`config.mk`:
```
export PLATFORM = sky130hd
export DESIGN_NAME = gpg_port_group
export DESIGN_NICKNAME = d
export VERILOG_FILES = /design/src/verilog/gpg_pkg.sv /design/src/verilog/gpg_port_group.sv
export SDC_FILE = /design/constraint.sdc
export NUM_CORES = 1
export LEC_CHECK = 0
export ABC_AREA = 0
export ABC_CLOCK_PERIOD_IN_PS = 3950
export BUFFER_PORTS_ARGS = -buffer_cell sky130_fd_sc_hd__buf_2
export CORE_AREA = 3 3 92 94
export CTS_BUF_LIST = sky130_fd_sc_hd__clkbuf_4
export DETAILED_ROUTE_END_ITERATION = 16
export DIE_AREA = 0 0 95 97
export PLACE_DENSITY_LB_ADDON = 0.08
export SLEW_MARGIN = 30
export SYNTH_ARGS = -nofsm -noshare
export SYNTH_HDL_FRONTEND = slang
export SYNTH_SLANG_ARGS = --single-unit
```
`constraint.sdc`:
```
create_clock -name clk_i -period 3.95 [get_ports clk_i]
set_input_delay 0.1975 -clock clk_i [delete_from_list [all_inputs] [get_ports clk_i]]
set_output_delay 0.1975 -clock clk_i [all_outputs]
set_load 0.05 [all_outputs]
```
`src/verilog/gpg_pkg.sv`:
```
package gpg_pkg;

  localparam int unsigned ADDR_W = 6;
  localparam int unsigned DATA_W = 8;
  localparam int unsigned P1_W   = 8;
  localparam int unsigned P2_W   = 3;
  localparam int unsigned P3_W   = 4;

  // Offsets inside the special function register window
  localparam logic [ADDR_W-1:0] P1_LATCH_OFF = 6'h01;
  localparam logic [ADDR_W-1:0] P2_LATCH_OFF = 6'h02;
  localparam logic [ADDR_W-1:0] P3_LATCH_OFF = 6'h03;
  localparam logic [ADDR_W-1:0] P3_DRIVE_OFF = 6'h04;
  localparam logic [ADDR_W-1:0] P1_PIN_OFF   = 6'h08;
  localparam logic [ADDR_W-1:0] P2_PIN_OFF   = 6'h09;
  localparam logic [ADDR_W-1:0] P3_PIN_OFF   = 6'h0a;
  localparam logic [ADDR_W-1:0] P1_SEG_OFF   = 6'h29;

  // Reset values
  localparam logic [P1_W-1:0] P1_LATCH_RST = 8'hff;
  localparam logic [P1_W-1:0] P1_SEG_RST   = 8'h00;
  localparam logic [P2_W-1:0] P2_LATCH_RST = 3'h7;
  localparam logic [P3_W-1:0] P3_LATCH_RST = 4'hf;
  localparam logic [P3_W-1:0] P3_DRIVE_RST = 4'h0;

  // Bit positions on port 2
  localparam int unsigned P2_STOP_BIT   = 0;
  localparam int unsigned P2_OSC_IN_BIT = 1;
  localparam int unsigned P2_OSC_OUT_BIT = 2;

  // Cycles from the read/write strobe (first state) to the second state
  localparam int unsigned WR_APPLY_CYC = 1;

  typedef struct packed {
    logic              rd;
    logic              wr;
    logic [ADDR_W-1:0] addr;
    logic [DATA_W-1:0] wdata;
  } gpg_bus_req_t;

  typedef struct packed {
    logic [P1_W-1:0]   p1_latch;
    logic [P1_W-1:0]   p1_seg;
    logic [P2_W-1:0]   p2_latch;
    logic [P3_W-1:0]   p3_latch;
    logic [P3_W-1:0]   p3_drive;
    logic              wr_pend;
    logic [ADDR_W-1:0] wr_addr;
    logic [DATA_W-1:0] wr_data;
    logic [DATA_W-1:0] rdata;
    logic              rvalid;
    logic              p20_prev;
    logic              irq;
  } gpg_state_t;

endpackage : gpg_pkg

```
`src/verilog/gpg_port_group.sv`:
```
`timescale 1ns/1ns
module gpg_port_group
  import gpg_pkg::*;
(
  input  wire logic              clk_i,
  input  wire logic              rst_n_i,
  input  wire gpg_bus_req_t      req_i,
  output logic [DATA_W-1:0]      rdata_o,
  output logic                   rvalid_o,
  input  wire logic              global_output_enable_i,
  input  wire logic              stop_mode_i,
  input  wire logic              dual_clock_i,
  input  wire logic [P1_W-1:0]   seg_data_i,
  input  wire logic              low_freq_osc_output_i,
  output logic                   low_freq_osc_input_o,
  output logic                   ext_irq_set_o,
  input  wire logic [P1_W-1:0]   p1_in_i,
  output logic [P1_W-1:0]        p1_out_o,
  output logic [P1_W-1:0]        p1_oe_n_o,
  input  wire logic [P2_W-1:0]   p2_in_i,
  output logic [P2_W-1:0]        p2_out_o,
  output logic [P2_W-1:0]        p2_oe_n_o,
  input  wire logic [P3_W-1:0]   p3_in_i,
  output logic [P3_W-1:0]        p3_out_o,
  output logic [P3_W-1:0]        p3_oe_n_o
);

  gpg_state_t st_r;
  gpg_state_t st_nxt;

  always_comb
  begin
    st_nxt        = st_r;
    st_nxt.rvalid = 1'h0;
    // First state: capture the write, apply it one cycle later
    st_nxt.wr_pend = req_i.wr;
    st_nxt.wr_addr = req_i.addr;
    st_nxt.wr_data = req_i.wdata;
    if (st_r.wr_pend)
    begin
      unique case (st_r.wr_addr)
        P1_LATCH_OFF: st_nxt.p1_latch = st_r.wr_data;
        P1_SEG_OFF:   st_nxt.p1_seg   = st_r.wr_data;
        P2_LATCH_OFF: st_nxt.p2_latch = st_r.wr_data[P2_W-1:0];
        P3_LATCH_OFF: st_nxt.p3_latch = st_r.wr_data[P3_W-1:0];
        P3_DRIVE_OFF: st_nxt.p3_drive = st_r.wr_data[P3_W-1:0];
        // Pin-level and unmapped addresses ignore writes
        default:      st_nxt.p1_latch = st_r.p1_latch;
      endcase
    end
    // Pins sampled in the read's first state; unused upper bits read zero
    if (req_i.rd)
    begin
      st_nxt.rvalid = 1'h1;
      unique case (req_i.addr)
        P1_LATCH_OFF: st_nxt.rdata = st_r.p1_latch;
        P1_SEG_OFF:   st_nxt.rdata = st_r.p1_seg;
        P2_LATCH_OFF: st_nxt.rdata = {5'h00, st_r.p2_latch};
        P3_LATCH_OFF: st_nxt.rdata = {4'h0, st_r.p3_latch};
        P3_DRIVE_OFF: st_nxt.rdata = {4'h0, st_r.p3_drive};
        // Segment-driven bits simply echo the pad; no value promised
        P1_PIN_OFF:   st_nxt.rdata = p1_in_i;
        P2_PIN_OFF:   st_nxt.rdata = {5'h00, p2_in_i};
        P3_PIN_OFF:   st_nxt.rdata = {4'h0, p3_in_i};
        default:      st_nxt.rdata = 8'h00;
      endcase
    end
    // Pad level is watched, so an output falling edge counts too
    st_nxt.p20_prev = p2_in_i[P2_STOP_BIT];
    st_nxt.irq      = st_r.p20_prev & ~p2_in_i[P2_STOP_BIT];
  end

  always_ff @(posedge clk_i or negedge rst_n_i)
  begin
    if (!rst_n_i)
    begin
      st_r          <= '0;
      st_r.p1_latch <= P1_LATCH_RST;
      st_r.p1_seg   <= P1_SEG_RST;
      st_r.p2_latch <= P2_LATCH_RST;
      st_r.p3_latch <= P3_LATCH_RST;
      st_r.p3_drive <= P3_DRIVE_RST;
      st_r.p20_prev <= 1'h1;
    end
    else
    begin
      st_r <= st_nxt;
    end
  end

  assign rdata_o       = st_r.rdata;
  assign rvalid_o      = st_r.rvalid;
  assign ext_irq_set_o = st_r.irq;

  // Port 1: open drain from the latch, push-pull from the segment driver
  genvar gi;
  generate
    for (gi = 0; gi < P1_W; gi++)
    begin : g_p1
      always_comb
      begin
        if (st_r.p1_seg[gi])
        begin
          p1_out_o[gi]  = seg_data_i[gi];
          p1_oe_n_o[gi] = ~global_output_enable_i;
        end
        else
        begin
          p1_out_o[gi]  = 1'h0;
          p1_oe_n_o[gi] = ~(global_output_enable_i & ~st_r.p1_latch[gi]);
        end
      end
    end
  endgenerate

  // Port 3: drive type picks open drain or push-pull per bit
  generate
    for (gi = 0; gi < P3_W; gi++)
    begin : g_p3
      always_comb
      begin
        if (st_r.p3_drive[gi])
        begin
          p3_out_o[gi]  = st_r.p3_latch[gi];
          p3_oe_n_o[gi] = ~global_output_enable_i;
        end
        else
        begin
          p3_out_o[gi]  = 1'h0;
          p3_oe_n_o[gi] = ~(global_output_enable_i & ~st_r.p3_latch[gi]);
        end
      end
    end
  endgenerate

  // Port 2: open drain; oscillator and stop functions take precedence
  always_comb
  begin
    p2_out_o  = '0;
    p2_oe_n_o = ~({P2_W{global_output_enable_i}} & ~st_r.p2_latch);
    if (stop_mode_i)
    begin
      // Stop release input must never be fought by our own driver
      p2_oe_n_o[P2_STOP_BIT] = 1'h1;
    end
    if (dual_clock_i)
    begin
      p2_oe_n_o[P2_OSC_IN_BIT]  = 1'h1;
      p2_out_o[P2_OSC_OUT_BIT]  = low_freq_osc_output_i;
      p2_oe_n_o[P2_OSC_OUT_BIT] = 1'h0;
    end
  end

  // Oscillator sees the pad only in dual-clock mode
  assign low_freq_osc_input_o = dual_clock_i & p2_in_i[P2_OSC_IN_BIT];
endmodule : gpg_port_group

```
==> impl_results.md, run 1 <==
* Status: finished, final reports clean
* RSZ-0062 raised after global routing: no
* I/O pin cnt at 86
* FF-to-FF path depth at 3
* Async SR Flop Fraction at 100%
* # hold bufs at CTS at 13
* Cell count along the critical path at 6
* Post-synth EDFFs at 0
* CTS clk-pin slew, worst paths at ~150 ps
* Worst Tran Pin Value at about 700 ps
* Wirelength per Cell at roughly 16 um
* Share of the synthesized area in the top cell type at roughly 36%
* Worst skew pair latency at 360 ps
* Library cells used by synthesis at 37
* Final worst path period need at between 1500 and 2000 ps
* Final ANT Viol Nets at 0
* Worst reg2reg endpoint: st_r[38]
* DIE WIDTH at approximately 95 um
* Synth top area cells: dfrtp_1 (36%), dfstp_2 (17%), mux2_2 (14%)
* Post-Syn Instances at approximately 220
* Crit-path max FO at 8
* Critical path cell sequence: dlygate4sd3_1, buf_2, nor4_2, and3b_1, a221oi_1, a31oi_1
* Most common flop cell mapped by yosys: dfrtp_1
* CTS tree: done
* WP buf/inv at 2
* Layout area overhead at 24.8%
* Worst Setup End Kind: flip-flop
* Final Skew at roughly 13 ps
* Mapped Area at 2540 sq um
* Fraction of final layout cells sized beyond drive strength 1 at between 40% and 50%
* DRC Markers at 0
* CP Launch Type: primary input
* Post-CTS Setup Repair Bufs at 0
* First-pass GRT wire length at roughly 10000 um
* Tcrit/Tclk final at between 40% and 50%
* Peak VDD IR at roughly 0.13 mV
* DR pass1 iterations at 4
* Synth Register Bits at 53
* WP data required at 4240 ps
* Vias at approximately 1900
* Termination of the worst setup path: rdata_o[2]
* CP max stage cell: dlygate4sd3_1
* Iter 0 DRT Violations at between 80 and 90
* Max_slew headroom at 53.5%
* Setup crit start: req_i[13]
* CTS Sinks at 53
* Commonest non-fill, non-tap cells in the layout: buf_2 (83), dfrtp_1 (37), mux2_2 (32)
* Placed Cells at 386
* Pre-CTS setup slack at about 2100 ps
* Core Area at between 7000 and 8000 sq um
* Hold Path Class: in -> reg
* Commonest non-fill, non-tap cell in the layout: buf_2
* Mean Syn Cell Area at between 10 and 15 sq um
* DIE AREA at between 9000 and 10000 sq um
* Top cell type by total area after synthesis: dfrtp_1
* Post-route setup slack at between 2000 and 2500 ps
* Clock buffer depth at 2
* Reg2reg start: st_r[19]
* Setup TNS after final layout at 0 ps
* Rows at 32
* Critical path class: in -> reg
* YS warnings at 0
* Setup-violating endpoint count in the final report at 0
* Gr usage total at 14.7%
* CP peak stage delay at around 540 ps
* Routability cong. at around 0.82
* Register area share after synthesis at 53.0%
* Fmax achieved at between 500 and 600 MHz
* Post-route insts no fill at about 410
* Diode count at 0
* # Max-Cap Violations at 0
* R2R Setup Slk at 2080 ps
* CTS buffer count at 5
* DP Wirelength at 4730 um
* Final Hold Fails at 0
* Initial antenna violation count at 0
* Vias per cell at about 4.7
* Largest net degree at the start of global routing at 54
* CTS H-tree depth at 2
* Vert. Die Dim at ~97 um
* Initial Util at ~33%
* Pwr per Cell Area at 370 nW/um^2
* Buffers added on ports at between 80 and 90
* Final nets at between 300 and 400
* Post-CTS sizing at 0
* GR Overflow Total at 0
* Worst Path Arrival at 2200 ps
* Leak pwr at around 1.4 nW
* Fin. max-slew vios at 0
* Final WL at about 6500 um
* Vias in the first global route at 1947
* CTS Root Cell: clkbuf_4
* Hold_sp: req_i[11]
* CP top delay family: simple AND/OR/NAND/NOR gates
[final cells by class]
type                            instances  area, sq um
Fill cell                             767         4560
Clock buffer                            5         37.5
Inverter                               13         48.8
Sequential cell                        53         1350
Timing Repair Buffer                   97          553
Clock inverter                          3         12.5
Multi-Input combinational cell        134         1040
Tap cell                              102          128
[per-layer routing]
| metal | global-route usage (%) | wire length (um) | up-vias |
|---|---|---|---|
| met4 | 2.66 | 27 | 0 |
| met1 | 20.6 | 3070 | 926 |
| met2 | 23.2 | 2970 | 55 |
| met3 | 3.89 | 446 | 2 |
| li1 | - | - | 931 |
| met5 | 0 | 0 | - |
[flip-flops by register name, indices dropped and copies added (netlist names)]
signal,count
ext_irq_set_o,1
st_r,43
rvalid_o,1
rdata_o,8
[stage by stage]
stage | power [W] | instance area (sq um) | hold slack (ps) | util, %
after floorplan | 0.000861 | 2540 | -98.1 | -
after global placement | 0.000946 | 2990 | 306 | 38.7
after detailed placement | 0.000946 | 2990 | 307 | 38.7
after CTS | 0.00119 | 3170 | 14.6 | 41.0
after global routing | 0.00124 | 3170 | 6.65 | 41.0
final | 0.00117 | 3170 | 30.4 | 41.0
[synth_stat cells, types with 3 or more instances]
master / count
dfstp_2: 16
a221oi_1: 3
buf_4: 10
nand3b_1: 3
a31oi_1: 8
nand2b_1: 3
nand3_1: 3
nand2_1: 6
a22oi_1: 5
dfrtp_1: 37
and2_1: 15
o21ai_0: 19
a21oi_1: 4
nor2_1: 8
buf_2: 3
inv_1: 13
mux2_2: 32
clkbuf_1: 4
[power by group]
| part | leakage [nW] | internal [W] | switching [W] |
|---|---|---|---|
| Sequential | 0.625 | 0.000610 | 0.0000458 |
| Clock | 0.0300 | 0.0000650 | 0.000164 |
| Combinational | 0.791 | 0.0000992 | 0.000187 |
[worst min-delay path by stage]
stage                     to  slack [ps]  depth (start not counted)
2_1_floorplan  ext_irq_set_o        -100                          0
3_3_place_gp        st_r[16]         310                          1
3_5_place_dp        st_r[11]         310                          1
4_1_cts             st_r[22]          10                          1
5_1_grt             st_r[22]           7                          1
6_report            st_r[22]          30                          1
[logic make-up (layout without fill, tap and decap cells)]
family	Yosys count	count (layout)	synth area share (%)
compound gates	40	40	9.32
buf+inv	30	118	6.06
flops	53	53	53.0
mux	33	33	14.6
other cells	1	2	0.148
simple gates	59	59	16.9
(Power assumes the default switching activity.)
==> run 2: changes to the inputs <==
ABC_CLOCK_PERIOD_IN_PS = 1600   (was 3950)
clock period = 1.6 ns   (was 3.95 ns; I/O delays follow)
==> impl_results.md, run 2 (same netlist as run 1, synthesis figures left out) <==
* Layout area overhead at 34.0%
* Worst Setup End Kind: flip-flop
* WP data required at 1900 ps (-2340 ps)
* Critical path cell sequence: nand2b_4, or3_4, buf_6, nor4b_4, buf_4, mux2_4
* Tcrit/Tclk final at 111%
* Iter 0 DRT Violations at 45 (-49%)
* DIE AREA at 9220 sq um (unchanged)
* Final nets at 371 (+6.3%)
* Pwr per Cell Area at 878 nW/um^2 (+140%)
* Vias in the first global route at 2063 (+6.0%)
* Final worst path period need at about 1800 ps
* # Max-Cap Violations at 0 (unchanged)
* Hold Path Class: in -> reg
* GR Overflow Total at 0 (unchanged)
* NetSw at 0.000989 W (+150%)
* Post-layout util at 44.0% (+3.0 points)
* Crit-path max FO at 3 (-5)
* First-pass GRT wire length at 11000 um (+5.2%)
* Final Hold Fails at 0 (unchanged)
* Commonest non-fill, non-tap cells in the layout: buf_2 (82), dfrtp_1 (37), mux2_2 (25)
* CTS buffer count at 5 (unchanged)
* Gr usage total at 15.5% (+0.71 points)
* GRT met3 Usage at 2.26% (-1.6 points)
* Worst skew pair latency at 360 ps (about the same)
* Met1 Use GR at 21.8% (+1.2 points)
* DP Area at 3140 sq um (+5.2%)
* I/O pin cnt at 86 (unchanged)
* Area of the multi-input gates at 1080 sq um (+3.4%)
* CTS tree: done
* Int Pwr at 0.00200 W (+160%)
* Final ANT Viol Nets at 0 (unchanged)
* Vias per cell at 4.67 (-0.72%)
* CTS Sinks at 53 (unchanged)
* CP top delay family: simple AND/OR/NAND/NOR gates
* Diode count at 0 (unchanged)
* DP Wirelength at 4950 um (+4.5%)
* Post-layout instance area at 3400 sq um (+7.4%)
* CTS clk-pin slew, worst paths at 140 ps (about the same)
* Peak VDD IR at 0.310 mV (+140%)
* Final WL at 6860 um (+5.2%)
* Vias at 2003 (+4.6%)
* Status: finished, violations left
* Commonest non-fill, non-tap cell in the layout: buf_2
* WP buf/inv at 2 (unchanged)
* Setup-violating endpoint count in the final report at 7 (+7)
* CP max stage cell: dfrtp_1
* CP peak stage delay at 380 ps (-160 ps)
* Initial Util at 32.9% (unchanged)
* Fillers at 779 (+1.6%)
* Reg with most FFs: st_r
* Storage cell area at 1350 sq um (unchanged)
* Post-route setup slack at -180 ps (-2210 ps)
* CTS H-tree depth at 2 (unchanged)
* DR pass1 iterations at 4 (unchanged)
* CP Launch Type: flip-flop
* Global route hottest layer: met2
* Leak pwr at 1.58 nW (+9.5%)
* Fin. max-slew vios at 0 (unchanged)
* Critical path class: reg -> reg
* DIE WIDTH at 95 um (unchanged)
* Fmax achieved at ~560 MHz
* Max FFs per register at 43 (unchanged)
* Clock buffer depth at 2 (unchanged)
* Initial antenna violation count at 0 (unchanged)
* Part of the power in combinational logic at 25.7% (+1.2 points)
* Fraction of final layout cells sized beyond drive strength 1 at 52.3% (+3.8 points)
* Sw frac at 33.1% (-0.81 points)
* Final Skew at 11.0 ps (-1.58 ps)
* DRC Markers at 0 (unchanged)
* Rows at 32 (unchanged)
* Buffers added on ports at 83 (unchanged)
* Failing checks: negative setup slack
* Vert. Die Dim at 97 um (unchanged)
* Routability cong. at 0.725 (-12%)
* Largest net degree at the start of global routing at 54 (unchanged)
* M2 GR Usage at 24.7% (+1.6 points)
* Sequential Power Share at 54.2% (-1.7 points)
* Core Area at 7730 sq um (unchanged)
* RSZ-0062 raised after global routing: yes
* Wirelength per Cell at 16.0 um (-0.19%)
* CTS Root Cell: clkbuf_4
* Clock power frac at 20.1% (+0.5 points)
* Worst Path Arrival at 2080 ps (-120 ps)
run 2: what timing repair did:
action	4_1_cts	5_1_grt
buffers inserted	0	1
resized for setup	4	8
endpoints found under the setup margin	7	21
hold buffers	15	0
endpoints found under the hold margin	68	0
pin swaps	0	2
run 2: worst paths after layout:
check	from	end	slack, ps	depth (start not counted)
worst max-delay path	st_r[23]	st_r[36]	-180	6
worst min-delay path	req_i[10]	st_r[21]	20	2
worst max register to register	st_r[23]	st_r[36]	-180	6
worst min register to register	st_r[1]	ext_irq_set_o	510	1
max in group asynchronous	rst_n_i	st_r[51]	1080	3
min in group asynchronous	rst_n_i	st_r[12]	230	3
run 2: through the flow:
stage / TNS (ps) / total power (W) / std cells / hold WS [ps] / setup WS (ps)
floorplan: -209 / 0.00213 / 217 / -216 / -52.3
global placement: -704 / 0.00237 / 405 / 95.6 / -118
detailed placement: -787 / 0.00237 / 405 / 102 / -142
CTS: -871 / 0.00302 / 428 / 9.55 / -154
global route: -1540 / 0.00314 / 429 / 9.95 / -217
finish: -985 / 0.00299 / 429 / 16.3 / -180
run 2: area by class of cell:
type,instances,share of cell area (%)
clock inverter,1,0.110
timing repair buffer,119,21.9
tap,102,3.75
sequential,53,39.6
clock buffer,7,1.54
multi-input combinational,134,31.7
inverter,13,1.43
run 2: power groups by stage:
stage	clock [W]	combinational [W]	sequential, W
floorplan	0	0.000525	0.00161
CTS	0.000630	0.000770	0.00162
global placement	0	0.000725	0.00164
finish	0.000599	0.000768	0.00162
detailed placement	0	0.000731	0.00164
global route	0.000676	0.000822	0.00164
run 2: metal layers:
| layer | share of wire (%) | routed length, um |
|---|---|---|
| met5 | 0 | 0 |
| met4 | 0.58 | 40 |
| met3 | 4.3 | 297 |
| met2 | 49 | 3370 |
| met1 | 46 | 3150 |
==> run 3: changes to the inputs <==
CELL_PAD_IN_SITES_DETAIL_PLACEMENT = 1   (was unset)
CELL_PAD_IN_SITES_GLOBAL_PLACEMENT = 1   (was unset)
CORE_AREA = 3 3 91 93   (was 3 3 92 94)
DIE_AREA = 0 0 94 96   (was 0 0 95 97)
==> impl_results.md, run 3 (same netlist as run 1, synthesis figures left out) <==
* Hold_ws at 37.1 ps (+20.8 ps)
* Vias per cell at 4.76 (+1.9%)
* CTS Sinks at 53 (unchanged)
* Clock buffer depth at 2 (unchanged)
* Commonest non-fill, non-tap cell in the layout: buf_2
* CTS tree: done
* I/O pin cnt at 86 (unchanged)
* CTS Root Cell: clkbuf_4
* DIE WIDTH at 94 um (-1.1%)
* Peak VDD IR at 0.386 mV (+24%)
* Setup TNS after final layout at -866 ps (+119 ps)
* Layout area overhead at 37.0%
* RSZ-0062 raised after global routing: yes
* Iter 0 DRT Violations at 76 (+69%)
* Max FFs per register at 43 (unchanged)
* Worst Setup End Kind: flip-flop
* Routability cong. at 0.819 (+13%)
* Pre-CTS setup slack at -166 ps (-23.8 ps)
* Reg with most FFs: st_r
* Rows at 32 (unchanged)
* Final WL at 7350 um (+7.2%)
* WP data required at 1910 ps (about the same)
* CP Launch Type: flip-flop
* Worst Path Arrival at 2070 ps (about the same)
* DIE AREA at 9020 sq um (-2.1%)
* Hold Path Class: in -> reg
* Fmax achieved at 569 MHz (+1.3%)
* Failing checks: negative setup slack
* Final worst path period need at 1760 ps (-23.3 ps)
* Tcrit/Tclk final at 110% (-1.5 points)
* CTS H-tree depth at 2 (unchanged)
* Wirelength per Cell at 17.0 um (+6.4%)
* DR pass1 iterations at 4 (unchanged)
* Largest net degree at the start of global routing at 54 (unchanged)
* GR Overflow Total at 0 (unchanged)
* CTS clk-pin slew, worst paths at 150 ps (about the same)
* Vias at 2055 (+2.6%)
* DRC Markers at 0 (unchanged)
* CTS buffer count at 5 (unchanged)
* Fillers at 867 (+11%)
* Worst skew pair latency at 370 ps (about the same)
* Fraction of final layout cells sized beyond drive strength 1 at 53.3% (+1.0 points)
* First-pass GRT wire length at 11600 um (+5.2%)
* Final Hold Fails at 0 (unchanged)
* Critical path class: reg -> reg
* Post-route setup slack at -157 ps (+23.3 ps)
* Initial Util at 33.4% (+0.52 points)
* Leak pwr at 1.61 nW (+1.9%)
* Fin. max-slew vios at 0 (unchanged)
* Pwr per Cell Area at 872 nW/um^2 (-0.62%)
* Vert. Die Dim at 96 um (-1.0%)
* Commonest non-fill, non-tap cells in the layout: buf_2 (83), dfrtp_1 (37), mux2_2 (19)
* Initial antenna violation count at 0 (unchanged)
* Crit-path max FO at 3 (unchanged)
* Core Area at 7610 sq um (-1.6%)
* Final Skew at 9.14 ps (-1.84 ps)
* Post-layout util at 45.7% (+1.7 points)
* Buffers added on ports at 83 (unchanged)
* Final nets at 374 (+0.81%)
* DP Wirelength at 5370 um (+8.6%)
* Setup-violating endpoint count in the final report at 7 (unchanged)
* Vias in the first global route at 2191 (+6.2%)
* Diode count at 0 (unchanged)
* Status: finished, violations left
* Final ANT Viol Nets at 0 (unchanged)
* # Max-Cap Violations at 0 (unchanged)
* Gr usage total at 17.0% (+1.6 points)
run 3: path summary, 6_finish.rpt:
| check | startpoint | to | slack, ps | cells past startpoint |
|---|---|---|---|---|
| min in group asynchronous | rst_n_i | st_r[12] | 210 | 3 |
| worst min register to register | st_r[1] | ext_irq_set_o | 520 | 1 |
| worst max register to register | st_r[23] | st_r[35] | -160 | 5 |
| max in group asynchronous | rst_n_i | st_r[49] | 1090 | 3 |
| worst min-delay path | p1_in_i[5] | rdata_o[5] | 40 | 3 |
| worst max-delay path | st_r[23] | st_r[35] | -160 | 5 |
run 3: area by class of cell:
class,instances,area (sq um),share of cell area (%)
Inverter,13,48.8,1.40
Clock inverter,1,7.51,0.216
Clock buffer,7,52.6,1.51
Timing Repair Buffer,122,786,22.6
Tap cell,102,128,3.67
Multi-Input combinational cell,134,1110,31.9
Sequential cell,53,1350,38.7
run 3: power by group:
group          switching, W  leakage, nW  internal, W  total [W]
registers          0.000110        0.625      0.00151    0.00161
logic              0.000489        0.956     0.000302   0.000791
clock network      0.000419       0.0324     0.000208   0.000627
total               0.00102         1.61      0.00202    0.00303
run 3: repair_timing:
item | 4_1_cts | 5_1_grt
gates resized for setup | 5 | 16
endpoints found under the hold margin | 68 | 0
pin swaps | 1 | 2
hold buffers | 15 | 0
endpoints found under the setup margin | 7 | 20
buffers inserted | 2 | 2
run 3: routing by layer:
layer | vias to the layer above | GRT usage [%] | routed length (um)
li1 | 976 | - | -
met1 | 1020 | 24.3 | 3360
met2 | 54 | 27.0 | 3530
met3 | 5 | 2.89 | 405
met4 | 0 | 4.21 | 56
met5 | - | 0 | 0
run 3: per-stage QoR:
| stage | cells | area, sq um | total power (W) |
|---|---|---|---|
| floorplan | 217 | 2540 | 0.00213 |
| global placement | 406 | 3150 | 0.00237 |
| detailed placement | 406 | 3150 | 0.00237 |
| CTS | 431 | 3400 | 0.00306 |
| global route | 432 | 3480 | 0.00321 |
| finish | 432 | 3480 | 0.00303 |
run 3: worst max-delay path: stages, from the launching register on:
cell      delay (ps)
dfrtp_1          390
nand2b_4         140
or3_4            350
buf_6            130
nor4b_4          310
mux2_2           380
